===== config.mk =====
export PLATFORM = sky130hd
export DESIGN_NAME = odp_ctrl
export DESIGN_NICKNAME = d
export VERILOG_FILES = /design/src/hdl/odp_pkg.sv /design/src/hdl/odp_ctrl.sv
export SDC_FILE = /design/constraint.sdc
export NUM_CORES = 2
export LEC_CHECK = 0
export BUFFER_PORTS_ARGS = -buffer_cell sky130_fd_sc_hd__buf_2
export CORE_UTILIZATION = 45
export DETAILED_ROUTE_END_ITERATION = 8
export PLACE_DENSITY_LB_ADDON = 0.2
export SLEW_MARGIN = 20
export SYNTH_ARGS = -nofsm -noshare
export SYNTH_HDL_FRONTEND = slang
export SYNTH_SLANG_ARGS = --single-unit

===== constraint.sdc =====
create_clock -name i_clock -period 4.15 [get_ports i_clock]
set_input_delay 0.83 -clock i_clock [delete_from_list [all_inputs] [get_ports i_clock]]
set_output_delay 0.83 -clock i_clock [all_outputs]
set_load 0.01 [all_outputs]

===== src/hdl/odp_pkg.sv =====
package odp_pkg;
   localparam int CLK_MHZ = 125;
   localparam int CNT_W = 20;
   localparam int PUMP_FILTER_NS = 30000;
   localparam int PUMP_FILTER_CYC = (PUMP_FILTER_NS * CLK_MHZ + 999) / 1000;
   localparam int OL_FILTER_NS = 20000;
   localparam int OL_FILTER_CYC = (OL_FILTER_NS * CLK_MHZ + 999) / 1000;
   localparam int AR_TIME_NS = 1000000;
   localparam int AR_TIME_CYC_DEF = (AR_TIME_NS * CLK_MHZ + 999) / 1000;
   localparam int AR_OFF_NS = 40000;
   localparam int AR_OFF_CYC_DEF = (AR_OFF_NS * CLK_MHZ + 999) / 1000;
   localparam logic [7:0] TEMP_RISE_LIMIT = 8'h1e;
   localparam int N_CH = 11;
   localparam int N_HB = 4;
   localparam int N_HS = 7;
   localparam int BUF_CH = 10;
   localparam logic [N_CH-1:0] AR_CAPABLE = 11'h43f;
   // Register byte offsets
   localparam logic [7:0] REG_CTRL = 8'h00;
   localparam logic [7:0] REG_MODE = 8'h04;
   localparam logic [7:0] REG_HB = 8'h08;
   localparam logic [7:0] REG_AR = 8'h0c;
   localparam logic [7:0] REG_STATUS = 8'h10;
   localparam logic [7:0] REG_OC = 8'h14;
   localparam logic [7:0] REG_OL = 8'h18;
   localparam logic [7:0] REG_TEX = 8'h1c;
   // Control bits
   localparam int CTRL_BUF_SD = 0;
   localparam int CTRL_BUF_LOCK = 1;
   localparam int CTRL_MAIN_LOCK = 2;
   localparam int CTRL_UV_SD = 3;
   localparam int CTRL_OV_SD = 4;
   localparam int CTRL_PUMP_LIVE = 5;
   localparam logic [5:0] CTRL_RESET = 6'h19;
   localparam int HB_EC_BIT = 4;
   localparam int HI_FIELD = 16;
   // Status bits
   localparam int ST_BUF_UV = 0;
   localparam int ST_VS_UV = 1;
   localparam int ST_VS_OV = 2;
   localparam int ST_PUMP_LOW = 3;
   localparam int ST_THERM = 4;
   // Output mode codes
   localparam logic [3:0] MODE_OFF = 4'h0;
   localparam logic [3:0] MODE_ON = 4'h1;
   localparam logic [3:0] MODE_TIMER1 = 4'h2;
   localparam logic [3:0] MODE_TIMER2 = 4'h3;
   localparam logic [3:0] MODE_PWM1 = 4'h4;
   localparam logic [3:0] MODE_PWM7 = 4'ha;
   localparam logic [3:0] MODE_DIR = 4'he;
   localparam logic [1:0] RESP_OKAY = 2'h0;
   localparam logic [1:0] RESP_SLVERR = 2'h2;
   typedef enum logic [1:0] {TH_NORMAL, TH_STAGE_ONE, TH_STAGE_TWO} odp_therm_e;
endpackage : odp_pkg


===== src/hdl/odp_ctrl.sv =====
// Register access over AXI4-Lite and the register offsets were chosen for this implementation.
`timescale 1ns/10ps
`default_nettype none
module odp_ctrl
   import odp_pkg::*;
#(
   parameter logic [CNT_W-1:0] AR_TIME_CYC = CNT_W'(AR_TIME_CYC_DEF),
   parameter logic [CNT_W-1:0] AR_OFF_CYC = CNT_W'(AR_OFF_CYC_DEF)
) (
   input wire logic i_clock, // 125 MHz
   input wire logic i_rst, // Synchronous, active high
   input wire logic [7:0] i_awaddr, // AXI write address
   input wire logic i_awvalid, // AXI
   output logic o_awready, // AXI
   input wire logic [31:0] i_wdata, // AXI write data
   input wire logic [3:0] i_wstrb, // AXI byte strobes
   input wire logic i_wvalid, // AXI
   output logic o_wready, // AXI
   output logic [1:0] o_bresp, // AXI
   output logic o_bvalid, // AXI
   input wire logic i_bready, // AXI
   input wire logic [7:0] i_araddr, // AXI read address
   input wire logic i_arvalid, // AXI
   output logic o_arready, // AXI
   output logic [31:0] o_rdata, // AXI read data
   output logic [1:0] o_rresp, // AXI
   output logic o_rvalid, // AXI
   input wire logic i_rready, // AXI
   input wire logic i_buf_uv, // Buffered supply below threshold
   input wire logic i_vs_uv, // Main supply undervoltage
   input wire logic i_vs_ov, // Main supply overvoltage
   input wire logic i_failsafe, // Fail-safe event
   input wire logic i_gnd_loss, // Signal ground lost
   input wire logic i_pump_low, // Charge pump output low
   input wire logic i_standby, // Device in standby
   input wire logic i_thermal_stage_one, // Thermal stage one threshold
   input wire logic i_thermal_stage_two, // Thermal stage two threshold
   input wire logic i_direct, // Direct drive input pin
   input wire logic [N_CH-1:0] i_overcurrent, // Per-output overcurrent
   input wire logic [N_CH-1:0] i_overtemp, // Per-output cluster overtemperature
   input wire logic [N_CH-1:0] i_low_current, // Per-output current below open-load level
   input wire logic [1:0] i_timer, // Timer 1/2 outputs, same clock
   input wire logic [6:0] i_pwm, // PWM channels 1-7, same clock
   input wire logic [7:0] i_cluster_temp, // Temperature in degrees, same clock
   output logic [N_CH-1:0] o_drive, // Output driver enables
   output logic o_lin_tx_hiz, // LIN transmitter high-Z
   output logic o_can_enable, // CAN stays enabled
   output logic o_pump_enable, // Charge pump enable
   output logic o_gate_pulldown, // Gate drivers resistive low
   output logic o_ec_enable // EC control enable
);
   ////////////////////////////////////////////////////////////////////////////////////////////
   localparam int SYNC_W = 10 + 3 * N_CH;
   logic [SYNC_W-1:0] s1_reg;
   logic [SYNC_W-1:0] s2_reg;
   logic buf_uv_s, vs_uv_s, vs_ov_s, failsafe_s, gnd_loss_s, pump_low_s, standby_s, thermal_stage_one_s, thermal_stage_two_s;
   logic direct_s;
   logic [N_CH-1:0] oc_s, ot_s, lowc_s;

   // Only the second stage is ever read by logic
   always_ff @(posedge i_clock) begin
      if (i_rst) begin
         s1_reg <= '0;
         s2_reg <= '0;
      end else begin
         s1_reg <= {i_buf_uv, i_vs_uv, i_vs_ov, i_failsafe, i_gnd_loss, i_pump_low, i_standby,
                    i_thermal_stage_one, i_thermal_stage_two, i_direct, i_overcurrent, i_overtemp, i_low_current};
         s2_reg <= s1_reg;
      end
   end
   assign {buf_uv_s, vs_uv_s, vs_ov_s, failsafe_s, gnd_loss_s, pump_low_s, standby_s,
           thermal_stage_one_s, thermal_stage_two_s, direct_s, oc_s, ot_s, lowc_s} = s2_reg;

   ////////////////////////////////////////////////////////////////////////////////////////////
   logic awready_reg, bvalid_reg, arready_reg, rvalid_reg;
   logic [1:0] bresp_reg, rresp_reg;
   logic [31:0] rdata_reg, rdata_next;
   logic rd_hit;
   logic wr_fire, wr_full, rd_fire;
   logic [31:0] w1c;
   logic [31:0] w1c_oc, w1c_ol, w1c_tex;

   assign wr_fire = awready_reg & i_awvalid & i_wvalid;
   assign rd_fire = arready_reg & i_arvalid;
   assign wr_full = &i_wstrb;

   function automatic logic addr_known(input logic [7:0] a);
      return a inside {REG_CTRL, REG_MODE, REG_HB, REG_AR, REG_STATUS, REG_OC, REG_OL, REG_TEX};
   endfunction : addr_known

   always_ff @(posedge i_clock) begin
      if (i_rst) begin
         awready_reg <= 1'b0;
         bvalid_reg <= 1'b0;
         bresp_reg <= RESP_OKAY;
      end else begin
         awready_reg <= 1'b0;
         if (bvalid_reg && i_bready) begin
            bvalid_reg <= 1'b0;
         end
         if (!bvalid_reg && !awready_reg && i_awvalid && i_wvalid) begin
            awready_reg <= 1'b1;
         end
         if (wr_fire) begin
            bvalid_reg <= 1'b1;
            bresp_reg <= addr_known(i_awaddr) ? RESP_OKAY : RESP_SLVERR;
         end
      end
   end

   always_ff @(posedge i_clock) begin
      if (i_rst) begin
         arready_reg <= 1'b0;
         rvalid_reg <= 1'b0;
         rresp_reg <= RESP_OKAY;
         rdata_reg <= '0;
      end else begin
         arready_reg <= 1'b0;
         if (rvalid_reg && i_rready) begin
            rvalid_reg <= 1'b0;
         end
         if (!rvalid_reg && !arready_reg && i_arvalid) begin
            arready_reg <= 1'b1;
         end
         if (rd_fire) begin
            rvalid_reg <= 1'b1;
            rresp_reg <= rd_hit ? RESP_OKAY : RESP_SLVERR;
            rdata_reg <= rdata_next;
         end
      end
   end

   ////////////////////////////////////////////////////////////////////////////////////////////
   logic [5:0] ctrl_reg;
   logic [4*N_HS-1:0] mode_reg;
   logic [N_HB:0] hb_reg;
   logic [N_CH-1:0] ar_en_reg, tex_en_reg;

   // Partial-word writes are dropped, so a torn update can never enable an output
   always_ff @(posedge i_clock) begin
      if (i_rst) begin
         ctrl_reg <= CTRL_RESET;
         mode_reg <= '0;
         hb_reg <= '0;
         ar_en_reg <= '0;
         tex_en_reg <= '0;
      end else if (wr_fire && wr_full) begin
         if (i_awaddr == REG_CTRL) ctrl_reg <= i_wdata[5:0];
         if (i_awaddr == REG_MODE) mode_reg <= i_wdata[4*N_HS-1:0];
         if (i_awaddr == REG_HB) hb_reg <= i_wdata[N_HB:0];
         if (i_awaddr == REG_AR) begin
            ar_en_reg <= i_wdata[N_CH-1:0] & AR_CAPABLE;
            tex_en_reg <= i_wdata[HI_FIELD+N_CH-1:HI_FIELD];
         end
      end
   end

   // Write-one-to-clear vector for the flag register being addressed
   function automatic logic [31:0] clr_for(input logic [7:0] a);
      return (wr_fire && wr_full && i_awaddr == a) ? i_wdata : 32'h0;
   endfunction : clr_for
   assign w1c = clr_for(REG_STATUS);
   assign w1c_oc = clr_for(REG_OC);
   assign w1c_ol = clr_for(REG_OL);
   assign w1c_tex = clr_for(REG_TEX);

   ////////////////////////////////////////////////////////////////////////////////////////////
   logic buf_uv_flag, vs_uv_flag, vs_ov_flag, pump_low_flag;
   logic [CNT_W-1:0] pl_cnt_reg;
   logic pl_det;
   assign pl_det = (pl_cnt_reg == CNT_W'(PUMP_FILTER_CYC));

   // Set beats clear; unlocked flags drop once the condition has gone
   always_ff @(posedge i_clock) begin
      if (i_rst) begin
         buf_uv_flag <= 1'b0;
         vs_uv_flag <= 1'b0;
         vs_ov_flag <= 1'b0;
      end else begin
         buf_uv_flag <= buf_uv_s | (buf_uv_flag & ~w1c[ST_BUF_UV]
                        & ctrl_reg[CTRL_BUF_LOCK]);
         vs_uv_flag <= vs_uv_s | (vs_uv_flag & ~w1c[ST_VS_UV] & ctrl_reg[CTRL_MAIN_LOCK]);
         vs_ov_flag <= vs_ov_s | (vs_ov_flag & ~w1c[ST_VS_OV] & ctrl_reg[CTRL_MAIN_LOCK]);
      end
   end

   always_ff @(posedge i_clock) begin
      if (i_rst) begin
         pl_cnt_reg <= '0;
         pump_low_flag <= 1'b0;
      end else begin
         if (!pump_low_s || !o_pump_enable) pl_cnt_reg <= '0;
         else if (!pl_det) pl_cnt_reg <= pl_cnt_reg + 1'b1;
         if (ctrl_reg[CTRL_PUMP_LIVE]) pump_low_flag <= pl_det;
         else pump_low_flag <= pl_det | (pump_low_flag & ~w1c[ST_PUMP_LOW]);
      end
   end

   ////////////////////////////////////////////////////////////////////////////////////////////
   odp_therm_e therm_reg, therm_saved_reg;
   logic standby_d_reg;

   always_ff @(posedge i_clock) begin
      if (i_rst) begin
         therm_reg <= TH_NORMAL;
         therm_saved_reg <= TH_NORMAL;
         standby_d_reg <= 1'b0;
      end else begin
         standby_d_reg <= standby_s;
         if (standby_s && !standby_d_reg) begin
            therm_saved_reg <= therm_reg;
         end else if (!standby_s && standby_d_reg) begin
            therm_reg <= (therm_saved_reg == TH_STAGE_TWO) ? TH_STAGE_ONE : therm_saved_reg;
         end else if (!standby_s) begin
            unique case (therm_reg)
               TH_NORMAL: if (thermal_stage_one_s) therm_reg <= TH_STAGE_ONE;
               TH_STAGE_ONE: begin
                  if (thermal_stage_two_s) therm_reg <= TH_STAGE_TWO;
                  else if (!thermal_stage_one_s) therm_reg <= TH_NORMAL;
               end
               TH_STAGE_TWO: if (w1c[ST_THERM] && !thermal_stage_one_s) therm_reg <= TH_NORMAL;
            endcase
         end
      end
   end

   ////////////////////////////////////////////////////////////////////////////////////////////
   logic pump_running, main_block, buf_block, common_block;
   logic [N_CH-1:0] req, drv_next, oc_flag, ot_flag, ol_flag, tex_flag, alert_flag;
   logic [4*N_HS-1:0] hs_mode;

   assign pump_running = o_pump_enable & ~pump_low_flag;
   assign main_block = (vs_uv_flag & ctrl_reg[CTRL_UV_SD]) | (vs_ov_flag & ctrl_reg[CTRL_OV_SD]);
   assign buf_block = buf_uv_flag & ctrl_reg[CTRL_BUF_SD];
   assign common_block = failsafe_s | gnd_loss_s | (therm_reg == TH_STAGE_TWO);
   assign hs_mode = mode_reg;

   // Codes outside the table fall to zero, so they never drive
   function automatic logic mode_drive(input logic [3:0] code, input logic [1:0] tmr,
                                       input logic [6:0] pwm, input logic dir);
      logic r;
      r = 1'b0;
      if (code == MODE_ON) r = 1'b1;
      else if (code == MODE_TIMER1) r = tmr[0];
      else if (code == MODE_TIMER2) r = tmr[1];
      else if (code >= MODE_PWM1 && code <= MODE_PWM7) r = pwm[3'(code - MODE_PWM1)];
      else if (code == MODE_DIR) r = dir;
      return r;
   endfunction : mode_drive

   genvar g;
   generate
      for (g = 0; g < N_CH; g++) begin : g_ch
         logic [CNT_W-1:0] off_cnt_reg, ar_cnt_reg, ol_cnt_reg;
         logic [7:0] temp_cap_reg;
         logic cap_valid_reg, is_pwm, chan_ok, oc_hit, ar_on, temp_rise;
         if (g < N_HB) begin : g_hb
            assign req[g] = hb_reg[g];
            assign is_pwm = 1'b0;
         end else begin : g_hs
            assign req[g] = mode_drive(hs_mode[4*(g-N_HB)+:4], i_timer, i_pwm, direct_s);
            assign is_pwm = (hs_mode[4*(g-N_HB)+:4] >= MODE_PWM1)
                            && (hs_mode[4*(g-N_HB)+:4] <= MODE_PWM7);
         end
         if (g == BUF_CH) begin : g_buf
            assign chan_ok = ~buf_block & ~(standby_s & is_pwm);
         end else begin : g_main
            assign chan_ok = pump_running & ~main_block;
         end
         assign ar_on = ar_en_reg[g];
         assign oc_hit = oc_s[g] & o_drive[g];
         assign temp_rise = (i_cluster_temp > temp_cap_reg)
                            && ((i_cluster_temp - temp_cap_reg) > TEMP_RISE_LIMIT);
         assign drv_next[g] = req[g] & chan_ok & ~common_block & ~oc_flag[g] & ~ot_flag[g]
                              & ~tex_flag[g] & (off_cnt_reg == '0);

         always_ff @(posedge i_clock) begin
            if (i_rst) begin
               oc_flag[g] <= 1'b0;
               ot_flag[g] <= 1'b0;
               off_cnt_reg <= '0;
               alert_flag[g] <= 1'b0;
            end else begin
               ot_flag[g] <= ot_s[g] | (ot_flag[g] & ~w1c_oc[HI_FIELD+g]);
               oc_flag[g] <= (oc_hit & ~ar_on) | (oc_flag[g] & ~w1c_oc[g]);
               if (oc_hit && ar_on) off_cnt_reg <= AR_OFF_CYC;
               else if (off_cnt_reg != '0) off_cnt_reg <= off_cnt_reg - 1'b1;
               // Alert holds until the output request drops or auto-restart is disabled for the output
               if (oc_hit && ar_on) alert_flag[g] <= 1'b1;
               else if (!req[g] || !ar_on) alert_flag[g] <= 1'b0;
            end
         end

         always_ff @(posedge i_clock) begin
            if (i_rst) begin
               ar_cnt_reg <= '0;
               cap_valid_reg <= 1'b0;
               temp_cap_reg <= '0;
               tex_flag[g] <= 1'b0;
            end else begin
               if (!alert_flag[g]) begin
                  ar_cnt_reg <= '0;
                  cap_valid_reg <= 1'b0;
               end else if (ar_cnt_reg != AR_TIME_CYC) begin
                  ar_cnt_reg <= ar_cnt_reg + 1'b1;
               end else if (!cap_valid_reg) begin
                  cap_valid_reg <= 1'b1;
                  temp_cap_reg <= i_cluster_temp;
               end
               tex_flag[g] <= (cap_valid_reg & ar_on & tex_en_reg[g] & temp_rise)
                              | (tex_flag[g] & ~w1c_tex[g]);
            end
         end

         // Open load only reports; it never feeds the drive enable
         always_ff @(posedge i_clock) begin
            if (i_rst) begin
               ol_cnt_reg <= '0;
               ol_flag[g] <= 1'b0;
            end else begin
               if (!(o_drive[g] && lowc_s[g])) ol_cnt_reg <= '0;
               else if (ol_cnt_reg != CNT_W'(OL_FILTER_CYC)) ol_cnt_reg <= ol_cnt_reg + 1'b1;
               ol_flag[g] <= (ol_cnt_reg == CNT_W'(OL_FILTER_CYC))
                             | (ol_flag[g] & ~w1c_ol[g]);
            end
         end
      end
   endgenerate

   ////////////////////////////////////////////////////////////////////////////////////////////
   always_ff @(posedge i_clock) begin
      if (i_rst) begin
         o_drive <= '0;
         o_lin_tx_hiz <= 1'b0;
         o_can_enable <= 1'b1;
         o_pump_enable <= 1'b0;
         o_gate_pulldown <= 1'b0;
         o_ec_enable <= 1'b0;
      end else begin
         o_drive <= drv_next;
         o_lin_tx_hiz <= buf_uv_s;
         o_can_enable <= 1'b1;
         o_pump_enable <= ~standby_s & (therm_reg != TH_STAGE_TWO) & ~vs_ov_s;
         o_gate_pulldown <= pump_low_flag;
         o_ec_enable <= hb_reg[HB_EC_BIT] & ~pump_low_flag & ~common_block;
      end
   end

   always_comb begin
      rdata_next = 32'h0;
      rd_hit = 1'b1;
      unique case (i_araddr)
         REG_CTRL: rdata_next[5:0] = ctrl_reg;
         REG_MODE: rdata_next[4*N_HS-1:0] = mode_reg;
         REG_HB: rdata_next[N_HB:0] = hb_reg;
         REG_AR: rdata_next = {5'h0, tex_en_reg, 5'h0, ar_en_reg};
         REG_STATUS: rdata_next[ST_THERM:0] = {therm_reg == TH_STAGE_TWO, pump_low_flag,
                                               vs_ov_flag, vs_uv_flag, buf_uv_flag};
         REG_OC: rdata_next = {5'h0, ot_flag, 5'h0, oc_flag};
         REG_OL: rdata_next = {5'h0, alert_flag, 5'h0, ol_flag};
         REG_TEX: rdata_next = {14'h0, therm_reg, 5'h0, tex_flag};
         default: rd_hit = 1'b0;
      endcase
   end

   assign o_awready = awready_reg;
   assign o_wready = awready_reg;
   assign o_bvalid = bvalid_reg;
   assign o_bresp = bresp_reg;
   assign o_arready = arready_reg;
   assign o_rvalid = rvalid_reg;
   assign o_rresp = rresp_reg;
   assign o_rdata = rdata_reg;

   ////////////////////////////////////////////////////////////////////////////////////////////
   buf_uv_set_a: assert property (@(posedge i_clock) disable iff (i_rst)
      buf_uv_s |=> buf_uv_flag) else $error("buffered undervoltage flag not set");
   buf_shutdown_a: assert property (@(posedge i_clock) disable iff (i_rst)
      buf_uv_flag && ctrl_reg[CTRL_BUF_SD] |=> !o_drive[BUF_CH] && o_can_enable)
      else $error("buffered output on during undervoltage");
   pump_gate_a: assert property (@(posedge i_clock) disable iff (i_rst)
      !pump_running |=> !o_drive[N_HB]) else $error("output on without charge pump");
   oc_latch_a: assert property (@(posedge i_clock) disable iff (i_rst)
      $rose(oc_flag[N_HB]) |=> !o_drive[N_HB] ##1 !o_drive[N_HB])
      else $error("driver on with overcurrent");
   pump_standby_a: assert property (@(posedge i_clock) disable iff (i_rst)
      standby_s [*2] |-> !o_pump_enable) else $error("pump enabled in standby");
   therm_resume_a: assert property (@(posedge i_clock) disable iff (i_rst)
      $fell(standby_s) && therm_saved_reg == TH_STAGE_TWO |=> therm_reg == TH_STAGE_ONE)
      else $error("thermal state not resumed as stage one");
   na_code_off_a: assert property (@(posedge i_clock) disable iff (i_rst)
      (hs_mode[7:4] == 4'hb) ##1 (hs_mode[7:4] == 4'hb) |-> !o_drive[N_HB+1])
      else $error("unused mode code drove output");
   standby_pwm_a: assert property (@(posedge i_clock) disable iff (i_rst)
      (standby_s && g_ch[BUF_CH].is_pwm) [*2] |-> !o_drive[BUF_CH])
      else $error("buffered output driven by PWM in standby");
   part_write_a: assert property (@(posedge i_clock) disable iff (i_rst)
      wr_fire && !wr_full |=> $stable(ctrl_reg) && $stable(mode_reg))
      else $error("partial write committed");
endmodule : odp_ctrl
`default_nettype wire


==> summary.md <==
- **final total negative setup slack** 0 ps
- **number of buffers added on ports** 164
- **P&R area growth vs syn** 13.3%
- **number of buffers and inverters on the critical path** 1
- **most frequent cell after synthesis** sky130_fd_sc_hd__dfxtp_1
- **Hold Violations, Final** 0
- **VDD IR-drop max** 0.000362 V
- **class of the most critical hold timing path** input pin to flip-flop
- **Leak** 16.9 nW
- **area of the core region** 91800 um^2
- **sequential-to-total area share from yosys stat** 0.438
- **routed wl met2** 44100 um
- **Slew Limit Headroom** 0.278
- **cell family with the largest share of critical-path delay** simple AND/OR/NAND/NOR gates
- **Clock Path Buffers** 3
- **DIE WIDTH** 307 um
- **warning count from the yosys run** 0
- **Initial DRC Count** 2052
- **Max Clk Rate** 0.337 GHz
- **DIE HEIGHT** 307 um
- **Synth cell types** 82
- **critical path type** flip-flop to flip-flop
- **number of antenna violations at the first check in global routing** 24
- **crit path launch** therm_reg[0]
- **floorplan die area** 94100 um^2
- **total congestion overflow after global routing** 0
- **fraction of registers with async set/reset** 0
- **largest cells by area after synthesis** sky130_fd_sc_hd__dfxtp_1, sky130_fd_sc_hd__nor2_1, sky130_fd_sc_hd__xor2_1
- **half-perimeter wire length of the detailed placement result** 71300 um
- **CTS buffer count** 99
- **number of cells in the finished layout apart from fillers** 6300
- **worst-path cell chain** inv_1 -> ha_1 -> nor4_1 -> nand4_1 -> or4_1 -> a2111oi_0
- **CP Capture Type** flip-flop
- **1st-pass router iterations** 7
- **peak per-stage delay on the critical path** 720 ps
- **number of vias in the routed layout** 33400
- **Slew @ Worst Pin** 1080 ps
- **Remaining DRCs** 0
- **post-synthesis cell count** 4811
- **cell type of the slowest stage on the worst timing path** sky130_fd_sc_hd__nor4_1
- **Post-DRT Antenna Nets** 0
- **min cycle time layout** 2970 ps
- **Power Density** 533 nW/um^2
- **count of final max-slew check failures** 0
- **maximum number of pins on one net before global-route repair** 173
- **first-pass GRT wire length** 162000 um
- **clock-pin slew on the worst setup and hold paths** 60 ps
- **most common library cells after synthesis** sky130_fd_sc_hd__dfxtp_1, sky130_fd_sc_hd__nor2_1, sky130_fd_sc_hd__nand2_1, sky130_fd_sc_hd__xor2_1, sky130_fd_sc_hd__a21oi_1
- **max layer used** met5
- **CP max FO** 5
- **final worst setup slack** 1180 ps
- **required time of the critical path** 4720 ps
- **Post-CTS Setup Inserts** 0
- **I/O pin total** 176
- **ys flop type** sky130_fd_sc_hd__dfxtp_1
- **launch instance of the worst min-delay path** i_low_current[4]
- **wire length per cell after detailed routing** 16.1 um
- **Site Rows** 111
- **gr usage total** 0.211
- **share of the clock period used by the worst path after layout** 0.715
- **WL final** 101000 um
- **clock tree from TritonCTS** built
- **cell type with the highest aggregate area in the netlist** sky130_fd_sc_hd__dfxtp_1
- **routability congestion estimate from global placement** 0.845
- **placed instance count** 6114
- **RSZ-0062 raised after global routing** no
- **core occupancy in the finished layout** 0.516
- **routed length on met1** 48300 um
- **vias in the first global route** 30700
- **clock network latency to the later pin of the worst-skew pair** 700 ps
- **hold bufs inserted after CTS** 0
- **final count of negative-setup-slack endpoints** 0
- **number of enable flip-flop cells after synthesis** 0
- **result of the run** complete, no violations
- **total of max-cap violations** 0
- **Arr. time, crit path** 3540 ps
- **pre-CTS setup slack** 693 ps
- **proportion of layout cells with a drive suffix above 1** 0.0885
- **root buf cell** sky130_fd_sc_hd__clkbuf_16
- **Yosys top cell area share** 0.438
- **startpoint of the most critical register-to-register path** therm_reg[0]
- **via density per instance** 5.30
- **FF+latch count, synth** 915
- **Post-Syn Area** 41800 um^2
- **setup skew after layout** 45.7 ps
- **startpoint type of the worst setup path** flip-flop
- **total number of nets in the final design** 5213
- **maximum level of the CTS H-tree** 3
- **PostCTS Resize Cnt** 0
- **Initial Utilization** 0.455
- **met3 wirelength from detailed routing** 5810 um
- **synthesized area per cell** 8.69 um^2
- **Clock Sink Count** 915
==> cell type report <==
class | count | area (um^2)
flip-flops and latches | 915 | 18300
clock buffers | 133 | 2790
well taps | 1243 | 1560
multi-input cells | 3592 | 22300
inverters | 163 | 612
clock inverters | 44 | 602
repair buffers | 201 | 1160
fillers | 8605 | 44400
diodes | 9 | 22.5
==> cell usage in the layout, fill, tap and decap left out, types with 13 or more instances in the layout <==
cell type,count
sky130_fd_sc_hd__and3_1,70
sky130_fd_sc_hd__buf_4,33
sky130_fd_sc_hd__or3_1,93
sky130_fd_sc_hd__nor4_1,88
sky130_fd_sc_hd__nand2_1,330
sky130_fd_sc_hd__nand3_1,210
sky130_fd_sc_hd__clkbuf_8,16
sky130_fd_sc_hd__ha_1,115
sky130_fd_sc_hd__xor2_1,281
sky130_fd_sc_hd__inv_1,161
sky130_fd_sc_hd__nor2b_1,126
sky130_fd_sc_hd__clkinv_2,25
sky130_fd_sc_hd__mux2i_1,157
sky130_fd_sc_hd__nor3_1,135
sky130_fd_sc_hd__bufinv_16,13
sky130_fd_sc_hd__or4_1,41
sky130_fd_sc_hd__o21ai_0,104
sky130_fd_sc_hd__nor4b_1,41
sky130_fd_sc_hd__nand2b_1,47
sky130_fd_sc_hd__and4_1,34
sky130_fd_sc_hd__clkbuf_1,17
sky130_fd_sc_hd__clkbuf_16,100
sky130_fd_sc_hd__dfxtp_1,915
sky130_fd_sc_hd__a211oi_1,19
sky130_fd_sc_hd__a21oi_1,226
sky130_fd_sc_hd__and2_1,21
sky130_fd_sc_hd__nand4_1,123
sky130_fd_sc_hd__mux2_2,16
sky130_fd_sc_hd__xnor2_1,186
sky130_fd_sc_hd__a22oi_1,25
sky130_fd_sc_hd__buf_2,163
sky130_fd_sc_hd__or2_2,22
sky130_fd_sc_hd__nor2_1,845
==> through the flow <==
step / hold WS (ps) / cell area [um^2] / total power, W
2_1_floorplan: 399 / 41800 / 0.0151
3_3_place_gp: 416 / 44000 / 0.0161
3_5_place_dp: 421 / 44000 / 0.0162
4_1_cts: 319 / 47300 / 0.0254
5_1_grt: 340 / 47400 / 0.0267
6_report: 356 / 47400 / 0.0252
==> final timing paths <==
kind | to | slack (ps) | cells past startpoint
max | o_drive[6] | 1180 | 6
min | s1_reg[4] | 360 | 2
min reg2reg | s2_reg[9] | 420 | 1
max reg2reg | o_drive[6] | 1180 | 6
==> per-layer routing <==
metal / global-route usage / vias to the layer above
li1: - / 17000
met1: 0.293 / 15600
met2: 0.330 / 608
met3: 0.0372 / 172
met4: 0.0719 / 16
met5: 0 / -
==> power by group <==
group          leakage (nW)  switching, W  internal (W)
clock                  1.68       0.00364       0.00551
combinational          7.79       0.00323       0.00250
sequential             7.42      0.000747       0.00961
==> kinds of logic after synthesis <==
family / count (synthesis) / synth area share
other: 2 / 0.000180
DFF: 915 / 0.438
adders and majority gates: 122 / 0.0378
xor gates and xnor gates: 467 / 0.0978
AOI/OAI and AO/OA: 516 / 0.0753
and+or+nand+nor: 2296 / 0.274
buffers and inverters: 309 / 0.0289
muxes: 184 / 0.0478
No activity file was read; power rests on OpenSTA's default activity.
